`src/verilog/rca_pkg.sv`:
```
// Constants, register map and types of the radio coexistence signalling block
// Behaviour
// Startup option set starts periodic requests at once; otherwise software enables them.
// Period code spans 10 to 218 half-milliseconds, 5 ms to 109 ms.
// Configurer avoids periods dividing the beacon interval evenly.
// Duty cycle spans 1 to 95 percent in one-percent steps.
// A bit chooses whether priority asserts during each periodic request phase.
// Hold-off disabled means pin ignored and hold-off always deasserted.
// A polarity bit chooses whether high or low pin means hold-off.
// Directional mode sends a priority pulse, then reports radio state on that line.
// In radio-state phase the line is low for receive, high for transmit.
// Directional mode keeps static priority off its pin, used only internally.
// Without directional mode priority pin is a static level during request.
// Pulse hold time is 1 to 255 microseconds, reset value 20.
// Pulse width zero bypasses directional priority entirely.
// Directional output comes from timer channel zero tied to the request pin.
// Receive-active enabled routes frame detection out; disabled uses no pin.
// Receive-active polarity picks the level shown while a packet is detected.
// Shared request drives request OR periodic request on a second pin.
// Configurer sets priority active high when directional mode is used.
// Acknowledge-disable suppresses acks while hold-off asserted or grant deasserted.
// Asserted time per period is period times duty divided by one hundred.
// During hold-off no new transmission and no new request begins.
package rca_pkg;
  localparam int unsigned CLK_PERIOD_NS = 10;
  localparam int unsigned US_NS = 1000;
  localparam int unsigned TICK_CYCLES = (US_NS + CLK_PERIOD_NS - 1) / CLK_PERIOD_NS;
  localparam logic [6:0] TICK_LAST = 7'(TICK_CYCLES - 1);
  localparam int unsigned HALF_MS_US = 500;
  localparam int unsigned PWM_ON_SCALE = HALF_MS_US / 100;
  localparam logic [3:0] OFF_CTRL = 4'h0;
  localparam logic [3:0] OFF_PWM = 4'h4;
  localparam logic [3:0] OFF_DPW = 4'h8;
  localparam logic [3:0] OFF_STAT = 4'hC;
  localparam int CTRL_W = 12;
  localparam int B_PWM_EN = 0;
  localparam int B_PWM_PRI = 1;
  localparam int B_HOLD_EN = 2;
  localparam int B_HOLD_HI = 3;
  localparam int B_DP_EN = 4;
  localparam int B_PRI_HI = 5;
  localparam int B_TX_HI = 6;
  localparam int B_RX_HI = 7;
  localparam int B_RXA_EN = 8;
  localparam int B_RXA_HI = 9;
  localparam int B_SHARED = 10;
  localparam int B_ACK_DIS = 11;
  localparam int PWM_DUTY_LSB = 8;
  localparam logic [11:0] CTRL_RST = 12'h020;
  localparam logic [7:0] PER_MIN = 8'h0A;
  localparam logic [7:0] PER_MAX = 8'hDA;
  localparam logic [7:0] PER_RST = 8'h4E;
  localparam logic [6:0] DUTY_MIN = 7'h01;
  localparam logic [6:0] DUTY_MAX = 7'h5F;
  localparam logic [6:0] DUTY_RST = 7'h14;
  localparam logic [7:0] DPW_RST = 8'h14;
  typedef enum logic [2:0] {
    RCA_DP_IDLE = 3'b001,
    RCA_DP_PULSE = 3'b010,
    RCA_DP_RADIO = 3'b100
  } rca_dp_e;
endpackage

```
`src/verilog/rca_tmr_if.sv`:
```
// Link between the directional sequencer and the pulse timer channel
`timescale 1ns/1ps
interface rca_tmr_if;
  logic start;
  logic [7:0] width;
  logic tick;
  logic busy;
  modport ctrl (output start, output width, output tick, input busy);
  modport timer (input start, input width, input tick, output busy);
endinterface

```
`src/verilog/rca_top.sv`:
```
// Coexistence signalling: periodic request, hold-off, directional priority, receive-active
//
// The placing of the registers and the strobed register port were left to the implementer.
`timescale 1ns/1ps
module rca_top #(
  parameter bit PWM_AT_STARTUP = 1'b1
) (
  input wire logic clk_i,
  input wire logic sys_rst_i,
  input wire logic [3:0] addr_i,
  input wire logic [31:0] wdata_i,
  input wire logic wr_i,
  input wire logic rd_i,
  output logic [31:0] rdata_o,
  input wire logic radio_req_i,
  input wire logic radio_tx_i,
  input wire logic grant_i,
  input wire logic hold_pin_i,
  input wire logic frame_detect_i,
  output logic req_o,
  output logic pwm_req_o,
  output logic pwm_req_oe_o,
  output logic pri_o,
  output logic pri_oe_o,
  output logic dir_pri_o,
  output logic dir_pri_oe_o,
  output logic rx_active_o,
  output logic rx_active_oe_o,
  output logic tx_allowed_o,
  output logic ack_allow_o
);
  localparam logic [11:0] CTRL_INIT =
    rca_pkg::CTRL_RST | (12'(PWM_AT_STARTUP) << rca_pkg::B_PWM_EN);

  rca_tmr_if tmr ();

  // Register file
  logic [11:0] ctrl;
  logic [7:0] per_code;
  logic [6:0] duty_code;
  logic [7:0] dpw;
  logic [31:0] rdata;
  logic [11:0] next_ctrl;
  logic [7:0] next_per_code;
  logic [6:0] next_duty_code;
  logic [7:0] next_dpw;
  logic [31:0] next_rdata;
  logic [4:0] status;

  always_comb begin
    next_ctrl = ctrl;
    next_per_code = per_code;
    next_duty_code = duty_code;
    next_dpw = dpw;
    next_rdata = 32'h0000_0000;
    if (wr_i) begin
      if (addr_i == rca_pkg::OFF_CTRL) begin
        next_ctrl = wdata_i[11:0];
      end else if (addr_i == rca_pkg::OFF_PWM) begin
        next_per_code = wdata_i[7:0];
        next_duty_code = wdata_i[14:8];
      end else if (addr_i == rca_pkg::OFF_DPW) begin
        next_dpw = wdata_i[7:0];
      end
    end
    if (rd_i) begin
      if (addr_i == rca_pkg::OFF_CTRL) begin
        next_rdata = {20'h00000, ctrl};
      end else if (addr_i == rca_pkg::OFF_PWM) begin
        next_rdata = {17'h00000, duty_code, per_code};
      end else if (addr_i == rca_pkg::OFF_DPW) begin
        next_rdata = {24'h000000, dpw};
      end else if (addr_i == rca_pkg::OFF_STAT) begin
        next_rdata = {27'h0000000, status};
      end
    end
  end

  always_ff @(posedge clk_i or posedge sys_rst_i) begin
    if (sys_rst_i) begin
      ctrl <= CTRL_INIT;
      per_code <= rca_pkg::PER_RST;
      duty_code <= rca_pkg::DUTY_RST;
      dpw <= rca_pkg::DPW_RST;
      rdata <= 32'h0000_0000;
    end else begin
      ctrl <= next_ctrl;
      per_code <= next_per_code;
      duty_code <= next_duty_code;
      dpw <= next_dpw;
      rdata <= next_rdata;
    end
  end
  assign rdata_o = rdata;

  // Configuration decode; out-of-range codes are clamped rather than rejected
  logic [7:0] per_used;
  logic [6:0] duty_used;
  logic hold_off;
  logic dp_on;
  logic [16:0] period_us;
  logic [16:0] on_us;

  always_comb begin
    per_used = per_code;
    if (per_code < rca_pkg::PER_MIN) begin
      per_used = rca_pkg::PER_MIN;
    end else if (per_code > rca_pkg::PER_MAX) begin
      per_used = rca_pkg::PER_MAX;
    end
    duty_used = duty_code;
    if (duty_code < rca_pkg::DUTY_MIN) begin
      duty_used = rca_pkg::DUTY_MIN;
    end else if (duty_code > rca_pkg::DUTY_MAX) begin
      duty_used = rca_pkg::DUTY_MAX;
    end
  end

  assign period_us = 17'(per_used) * 17'(rca_pkg::HALF_MS_US);
  // Exact in microseconds, so no rounding is lost to the tick
  assign on_us = 17'(per_used) * 17'(duty_used) * 17'(rca_pkg::PWM_ON_SCALE);
  assign hold_off = ctrl[rca_pkg::B_HOLD_EN] &
                    ~(hold_pin_i ^ ctrl[rca_pkg::B_HOLD_HI]);
  assign dp_on = ctrl[rca_pkg::B_DP_EN] & (dpw != 8'h00);

  // Core state
  logic [6:0] tick_cnt;
  logic [16:0] us_cnt;
  logic pwm_gate;
  logic pwm_act;
  logic req_active;
  logic comb_req_q;
  rca_pkg::rca_dp_e dp_state;
  logic [6:0] next_tick_cnt;
  logic [16:0] next_us_cnt;
  logic next_pwm_gate;
  logic next_pwm_act;
  logic next_req_active;
  rca_pkg::rca_dp_e next_dp_state;
  logic tick;
  logic comb_req;
  logic static_pri;

  assign tick = (tick_cnt == rca_pkg::TICK_LAST);
  assign comb_req = req_active | pwm_act;
  // Periodic phase alone uses its own priority choice
  assign static_pri = (pwm_act & ~req_active) ? ctrl[rca_pkg::B_PWM_PRI] :
                      (radio_tx_i ? ctrl[rca_pkg::B_TX_HI] : ctrl[rca_pkg::B_RX_HI]);

  always_comb begin
    next_tick_cnt = tick ? 7'h00 : tick_cnt + 7'h01;
    next_us_cnt = us_cnt;
    next_pwm_gate = pwm_gate;
    if (!ctrl[rca_pkg::B_PWM_EN]) begin
      next_us_cnt = 17'h00000;
    end else if (tick) begin
      next_us_cnt = (us_cnt >= period_us - 17'h00001) ? 17'h00000 : us_cnt + 17'h00001;
    end
    if (us_cnt == 17'h00000) begin
      next_pwm_gate = ~hold_off;
    end
    next_pwm_act = ctrl[rca_pkg::B_PWM_EN] & pwm_gate & (us_cnt < on_us);
    // A request already held survives hold-off; only a fresh one is refused
    next_req_active = radio_req_i & (req_active | ~hold_off);
    next_dp_state = dp_state;
    case (dp_state)
      rca_pkg::RCA_DP_IDLE: begin
        if (dp_on && comb_req && !comb_req_q) begin
          next_dp_state = rca_pkg::RCA_DP_PULSE;
        end
      end
      rca_pkg::RCA_DP_PULSE: begin
        if (!tmr.busy) begin
          next_dp_state = rca_pkg::RCA_DP_RADIO;
        end
      end
      rca_pkg::RCA_DP_RADIO: begin
        if (!comb_req) begin
          next_dp_state = rca_pkg::RCA_DP_IDLE;
        end
      end
      default: begin
        next_dp_state = rca_pkg::RCA_DP_IDLE;
      end
    endcase
    if (!dp_on || !comb_req) begin
      next_dp_state = rca_pkg::RCA_DP_IDLE;
    end
  end

  always_ff @(posedge clk_i or posedge sys_rst_i) begin
    if (sys_rst_i) begin
      tick_cnt <= 7'h00;
      us_cnt <= 17'h00000;
      pwm_gate <= 1'b0;
      pwm_act <= 1'b0;
      req_active <= 1'b0;
      comb_req_q <= 1'b0;
      dp_state <= rca_pkg::RCA_DP_IDLE;
    end else begin
      tick_cnt <= next_tick_cnt;
      us_cnt <= next_us_cnt;
      pwm_gate <= next_pwm_gate;
      pwm_act <= next_pwm_act;
      req_active <= next_req_active;
      comb_req_q <= comb_req;
      dp_state <= next_dp_state;
    end
  end

  // Timer channel zero is launched by the rising edge of the combined request comb_req, including a periodic phase
  assign tmr.start = dp_on & comb_req & ~comb_req_q & (dp_state == rca_pkg::RCA_DP_IDLE);
  assign tmr.width = dpw;
  assign tmr.tick = tick;
  rca_pulse_timer u_timer (
    .clk_i(clk_i),
    .sys_rst_i(sys_rst_i),
    .tmr(tmr)
  );

  assign status = {grant_i, dp_state == rca_pkg::RCA_DP_PULSE, pwm_act, req_active, hold_off};

  // Pin outputs
  logic next_req;
  logic next_pwm_req;
  logic next_pri;
  logic next_dir_pri;
  logic next_rx_active;
  logic next_tx_allowed;
  logic next_ack_allow;

  always_comb begin
    next_req = ctrl[rca_pkg::B_SHARED] ? req_active : comb_req;
    next_pwm_req = ctrl[rca_pkg::B_SHARED] & comb_req;
    // Deasserted level follows polarity; assert level active high needed in directional mode
    next_pri = ~(comb_req & static_pri) ^ ctrl[rca_pkg::B_PRI_HI];
    next_dir_pri = 1'b0;
    // Bypass drops the line at once, even in the middle of a transfer
    if (dp_on && dp_state == rca_pkg::RCA_DP_PULSE) begin
      next_dir_pri = static_pri;
    end else if (dp_on && dp_state == rca_pkg::RCA_DP_RADIO) begin
      next_dir_pri = radio_tx_i;
    end
    next_rx_active = ctrl[rca_pkg::B_RXA_EN] &
                     ~(frame_detect_i ^ ctrl[rca_pkg::B_RXA_HI]);
    next_tx_allowed = ~hold_off;
    next_ack_allow = ~(ctrl[rca_pkg::B_ACK_DIS] & (hold_off | ~grant_i));
  end

  always_ff @(posedge clk_i or posedge sys_rst_i) begin
    if (sys_rst_i) begin
      req_o <= 1'b0;
      pwm_req_o <= 1'b0;
      pwm_req_oe_o <= 1'b0;
      pri_o <= 1'b0;
      pri_oe_o <= 1'b0;
      dir_pri_o <= 1'b0;
      dir_pri_oe_o <= 1'b0;
      rx_active_o <= 1'b0;
      rx_active_oe_o <= 1'b0;
      tx_allowed_o <= 1'b0;
      ack_allow_o <= 1'b0;
    end else begin
      req_o <= next_req;
      pwm_req_o <= next_pwm_req;
      pwm_req_oe_o <= ctrl[rca_pkg::B_SHARED];
      pri_o <= next_pri;
      pri_oe_o <= ~dp_on;
      dir_pri_o <= next_dir_pri;
      dir_pri_oe_o <= dp_on;
      rx_active_o <= next_rx_active;
      rx_active_oe_o <= ctrl[rca_pkg::B_RXA_EN];
      tx_allowed_o <= next_tx_allowed;
      ack_allow_o <= next_ack_allow;
    end
  end
endmodule

```
`src/verilog/rca_pulse_timer.sv`:
```
// Timer compare channel zero: times the directional priority pulse in microseconds
`timescale 1ns/1ps
module rca_pulse_timer (
  input wire logic clk_i,
  input wire logic sys_rst_i,
  rca_tmr_if.timer tmr
);
  logic [7:0] cnt;
  logic [7:0] next_cnt;

  always_comb begin
    next_cnt = cnt;
    if (tmr.start) begin
      next_cnt = tmr.width;
    end else if (tmr.tick && cnt != 8'h00) begin
      next_cnt = cnt - 8'h01;
    end
  end

  always_ff @(posedge clk_i or posedge sys_rst_i) begin
    if (sys_rst_i) begin
      cnt <= 8'h00;
    end else begin
      cnt <= next_cnt;
    end
  end

  // Busy covers the whole pulse; the first microsecond may be short by under one tick
  assign tmr.busy = (cnt != 8'h00);
endmodule

```
`config.mk`:
```
export PLATFORM = sky130hd
export DESIGN_NAME = rca_top
export DESIGN_NICKNAME = d
export VERILOG_FILES = /design/src/verilog/rca_pkg.sv /design/src/verilog/rca_tmr_if.sv /design/src/verilog/rca_top.sv /design/src/verilog/rca_pulse_timer.sv
export SDC_FILE = /design/constraint.sdc
export NUM_CORES = 1
export LEC_CHECK = 0
export BUFFER_PORTS_ARGS = -buffer_cell sky130_fd_sc_hd__buf_2
export CORE_UTILIZATION = 40
export DETAILED_ROUTE_END_ITERATION = 12
export PLACE_DENSITY_LB_ADDON = 0.15
export SLEW_MARGIN = 20
export SYNTH_ARGS = -nofsm -noshare
export SYNTH_HDL_FRONTEND = slang
export SYNTH_HIERARCHICAL = 1
export SYNTH_SLANG_ARGS = --single-unit
```
`constraint.sdc`:
```
create_clock -name clk_i -period 20.1 [get_ports clk_i]
set_input_delay 4.02 -clock clk_i [delete_from_list [all_inputs] [get_ports clk_i]]
set_output_delay 4.02 -clock clk_i [all_outputs]
set_load 0.005 [all_outputs]
```
==> flow_metrics.py <==
metrics = {
    "yosys": {
        "syn_area_sq_um": 9613,
        "syn_avg_cell_area_sq_um": 9.613,
        "synth_seq_area_share": 0.2617,
        "synth_warnings": 6,
        "synthCells": 1000,
        "async_reset_ff_frac": 1.000,
        "ys_ff_latch": 100,
        "synth-edff-count": 0,
        "synth.distinct_cells": 76,
        "synth_ff_type": "dfrtp_1",
    },
    "timing": {
        "fin_ws_ps": 11120,
        "worst_pin_slew_ps": 1019,
        "period_share": 0.4466,
        "fin_crit_ps": 8977,
        "finClkSkew_ps": 9.937,
        "slew_violations": 0,
        "rsz0062_at_grt": "no",
        "setup_viol": 0,
        "fin_tns_setup_ps": 0,
        "finalHoldViolations": 0,
        "relSlewSlack": 0.3173,
        "fmax_mhz": 111.4,
    },
    "floorplan": {
        "die_y_microns": 157.0,
        "ioPinCount": 88,
        "initial_utilization": 0.4083,
        "core_sq_um": 23540,
        "num_rows": 56,
        "dieArea_sq_um": 24660,
        "die_w_microns": 157.0,
    },
    "clock_network": {
        "cts_buffer_depth": 2,
        "clock_sinks": 100,
        "cts.htree.levels": 3,
        "clk_pin_slew_ps": 80,
        "cts_root_buffer": "clkbuf_16",
        "post_cts_buffers": 0,
        "cts_hold_buf": 0,
        "cts_buffers": 9,
        "clock_latency_ps": 360,
        "cts_tree": "yes",
        "cts_resized": 0,
    },
    "worst_setup_path": {
        "slowest_delay_ps": 820,
        "slowest_stage": "nor4_1",
        "start_kind": "flip-flop",
        "crit_fanout": 12,
        "endpoint_kind": "flip-flop",
        "required_ps": 20260,
        "timing.rr.start": "per_code[7]",
        "rr_endpoint": "pwm_act",
        "critPathKind": "flip-flop to flip-flop",
        "arrival_ps": 9140,
        "rr_worst_depth": 31,
        "rrSetupSlack_ps": 11120,
    },
    "cells_and_area": {
        "final_core_util": 0.4460,
        "drive_gt1_frac": 0.1450,
        "antennaDiodeCount": 0,
        "final_cell_mix": "ha_1, inv_1, nor2_1, dfrtp_1, nand2_1",
        "fill_cells": 2328,
        "area_delta_synth_final_pct": 9.215,
        "finalNetCount": 1274,
        "final_cells": 1374,
        "final_common_cell": "ha_1",
    },
    "routing": {
        "drt_wl_total_mm": 22.01,
        "via_per_inst": 5.188,
        "vias": 7128,
        "wl_per_cell_microns": 16.02,
        "first_iter_violations": 314,
        "ant_nets": 0,
        "firstDrtPassIters": 4,
        "drc": 0,
    },
    "placed_design": {
        "dp_hpwl_mm": 17.45,
        "dp_slack_ps": 11140,
        "gp_congestion": 0.7847,
        "numPortBuffers": 53,
        "post-place-cells": 1358,
    },
    "status": {
        "status": "finished clean",
    },
    "grt": {
        "grt_max_degree": 60,
        "grt_use_total": 0.1872,
        "grt.overflow.total": 0,
        "grt_first_pass_wirelength_mm": 36.08,
        "grt_pass1_vias": 6842,
        "antenna_found_initial": 0,
    },
    "hold_path": {
        "hp-class": "flip-flop to flip-flop",
        "min_path_cells": 0,
        "min_from": "ctrl[10]",
        "whs_endpoint": "pwm_req_oe_o",
    },
    "run": {
        "cap_violations": 0,
    },
}
==> sequential cells by signal, summed over array words and instances (netlist names), 3 cells and up <==
signal       count
ctrl            12
dp_state         3
dpw              8
duty_code        7
per_code         8
rdata_o         15
tick_cnt         7
u_timer/cnt      8
us_cnt          17
==> area by class of cell <==
class / instances / area (sq um) / share of cell area
flip-flops and latches: 100 / 2516 / 0.2397
inverters: 104 / 397.9 / 0.03790
well taps: 319 / 399.1 / 0.03802
repair buffers: 58 / 302.8 / 0.02884
clock inverters: 7 / 91.34 / 0.008700
clock buffers: 9 / 225.2 / 0.02145
multi-input cells: 777 / 6566 / 0.6254
==> logic make-up after synthesis <==
group                      count (synthesis)  synth area share
xor gates and xnor gates                  64           0.05831
AOI/OAI and AO/OA                        170            0.1230
buffers and inverters                    139           0.06195
DFF                                      100            0.2617
and+or+nand+nor                          299            0.1602
other                                      1         0.0003901
muxes                                     48           0.06078
adders and majority gates                179            0.2736
==> through the flow <==
| stage | hold WS (ps) | instance area [sq um] |
|---|---|---|
| after floorplan | 373.2 | 9673 |
| after CTS | 418.2 | 10500 |
| after detailed placement | 397.7 | 10180 |
| after global routing | 434.1 | 10500 |
| final | 416.4 | 10500 |
| after global placement | 403.1 | 10180 |
==> layer usage <==
metal | track usage | wire, microns
met5 | 0 | 0
met4 | 0.04392 | 264
met3 | 0.02313 | 533
met2 | 0.2948 | 10170
met1 | 0.2721 | 11040
==> worst max-delay path: cells and delay by family, from the launching register on <==
kind,cells,cell delay (ps)
DFF,1,730
AOI/OAI and AO/OA,10,1530
buffers and inverters,5,620
and+or+nand+nor,6,2050
adders and majority gates,7,3090
xor gates and xnor gates,3,760
==> synthesized netlist by cell type, drive strengths merged, types with 3 or more instances <==
cell | n | area [sq um]
xor2 | 26 | 227.7
nand3 | 15 | 75.07
mux2 | 33 | 371.6
o21ai | 28 | 140.1
a31oi | 3 | 18.77
xnor2 | 38 | 332.8
mux4 | 5 | 112.6
mux2i | 10 | 100.1
nor2b | 17 | 113.9
nor2 | 98 | 367.9
nor4 | 9 | 56.30
o31ai | 4 | 30.03
inv | 103 | 386.6
and4 | 4 | 35.03
a211oi | 4 | 40.03
a31o | 3 | 26.28
a211o | 7 | 61.31
a21oi | 53 | 269.0
nor3b | 8 | 76.32
buf | 22 | 151.4
a21o | 25 | 187.7
nand2 | 59 | 221.5
o21bai | 5 | 37.54
dfstp | 11 | 289.0
o211ai | 6 | 45.04
dfrtp | 89 | 2227
or3 | 6 | 37.54
and3 | 10 | 63.81
nor3 | 18 | 90.09
nor4b | 4 | 47.55
and2 | 8 | 52.55
or2 | 7 | 46.29
o21a | 9 | 67.56
fa | 52 | 1041
clkbuf | 13 | 48.80
ha | 127 | 1589
nand4 | 14 | 100.1
nand2b | 17 | 113.9
==> worst max path at each step <==
stage                     start      end  slack, ps
floorplan           per_code[2]  pwm_act      12930
global placement    per_code[7]  pwm_act      11110
detailed placement  per_code[7]  pwm_act      11140
CTS                 per_code[7]  pwm_act      11090
global route        per_code[7]  pwm_act      10540
finish              per_code[7]  pwm_act      11120
Power is not shown: default switching activity piles up to over one toggle a cycle in this logic, so the estimate is an artifact.
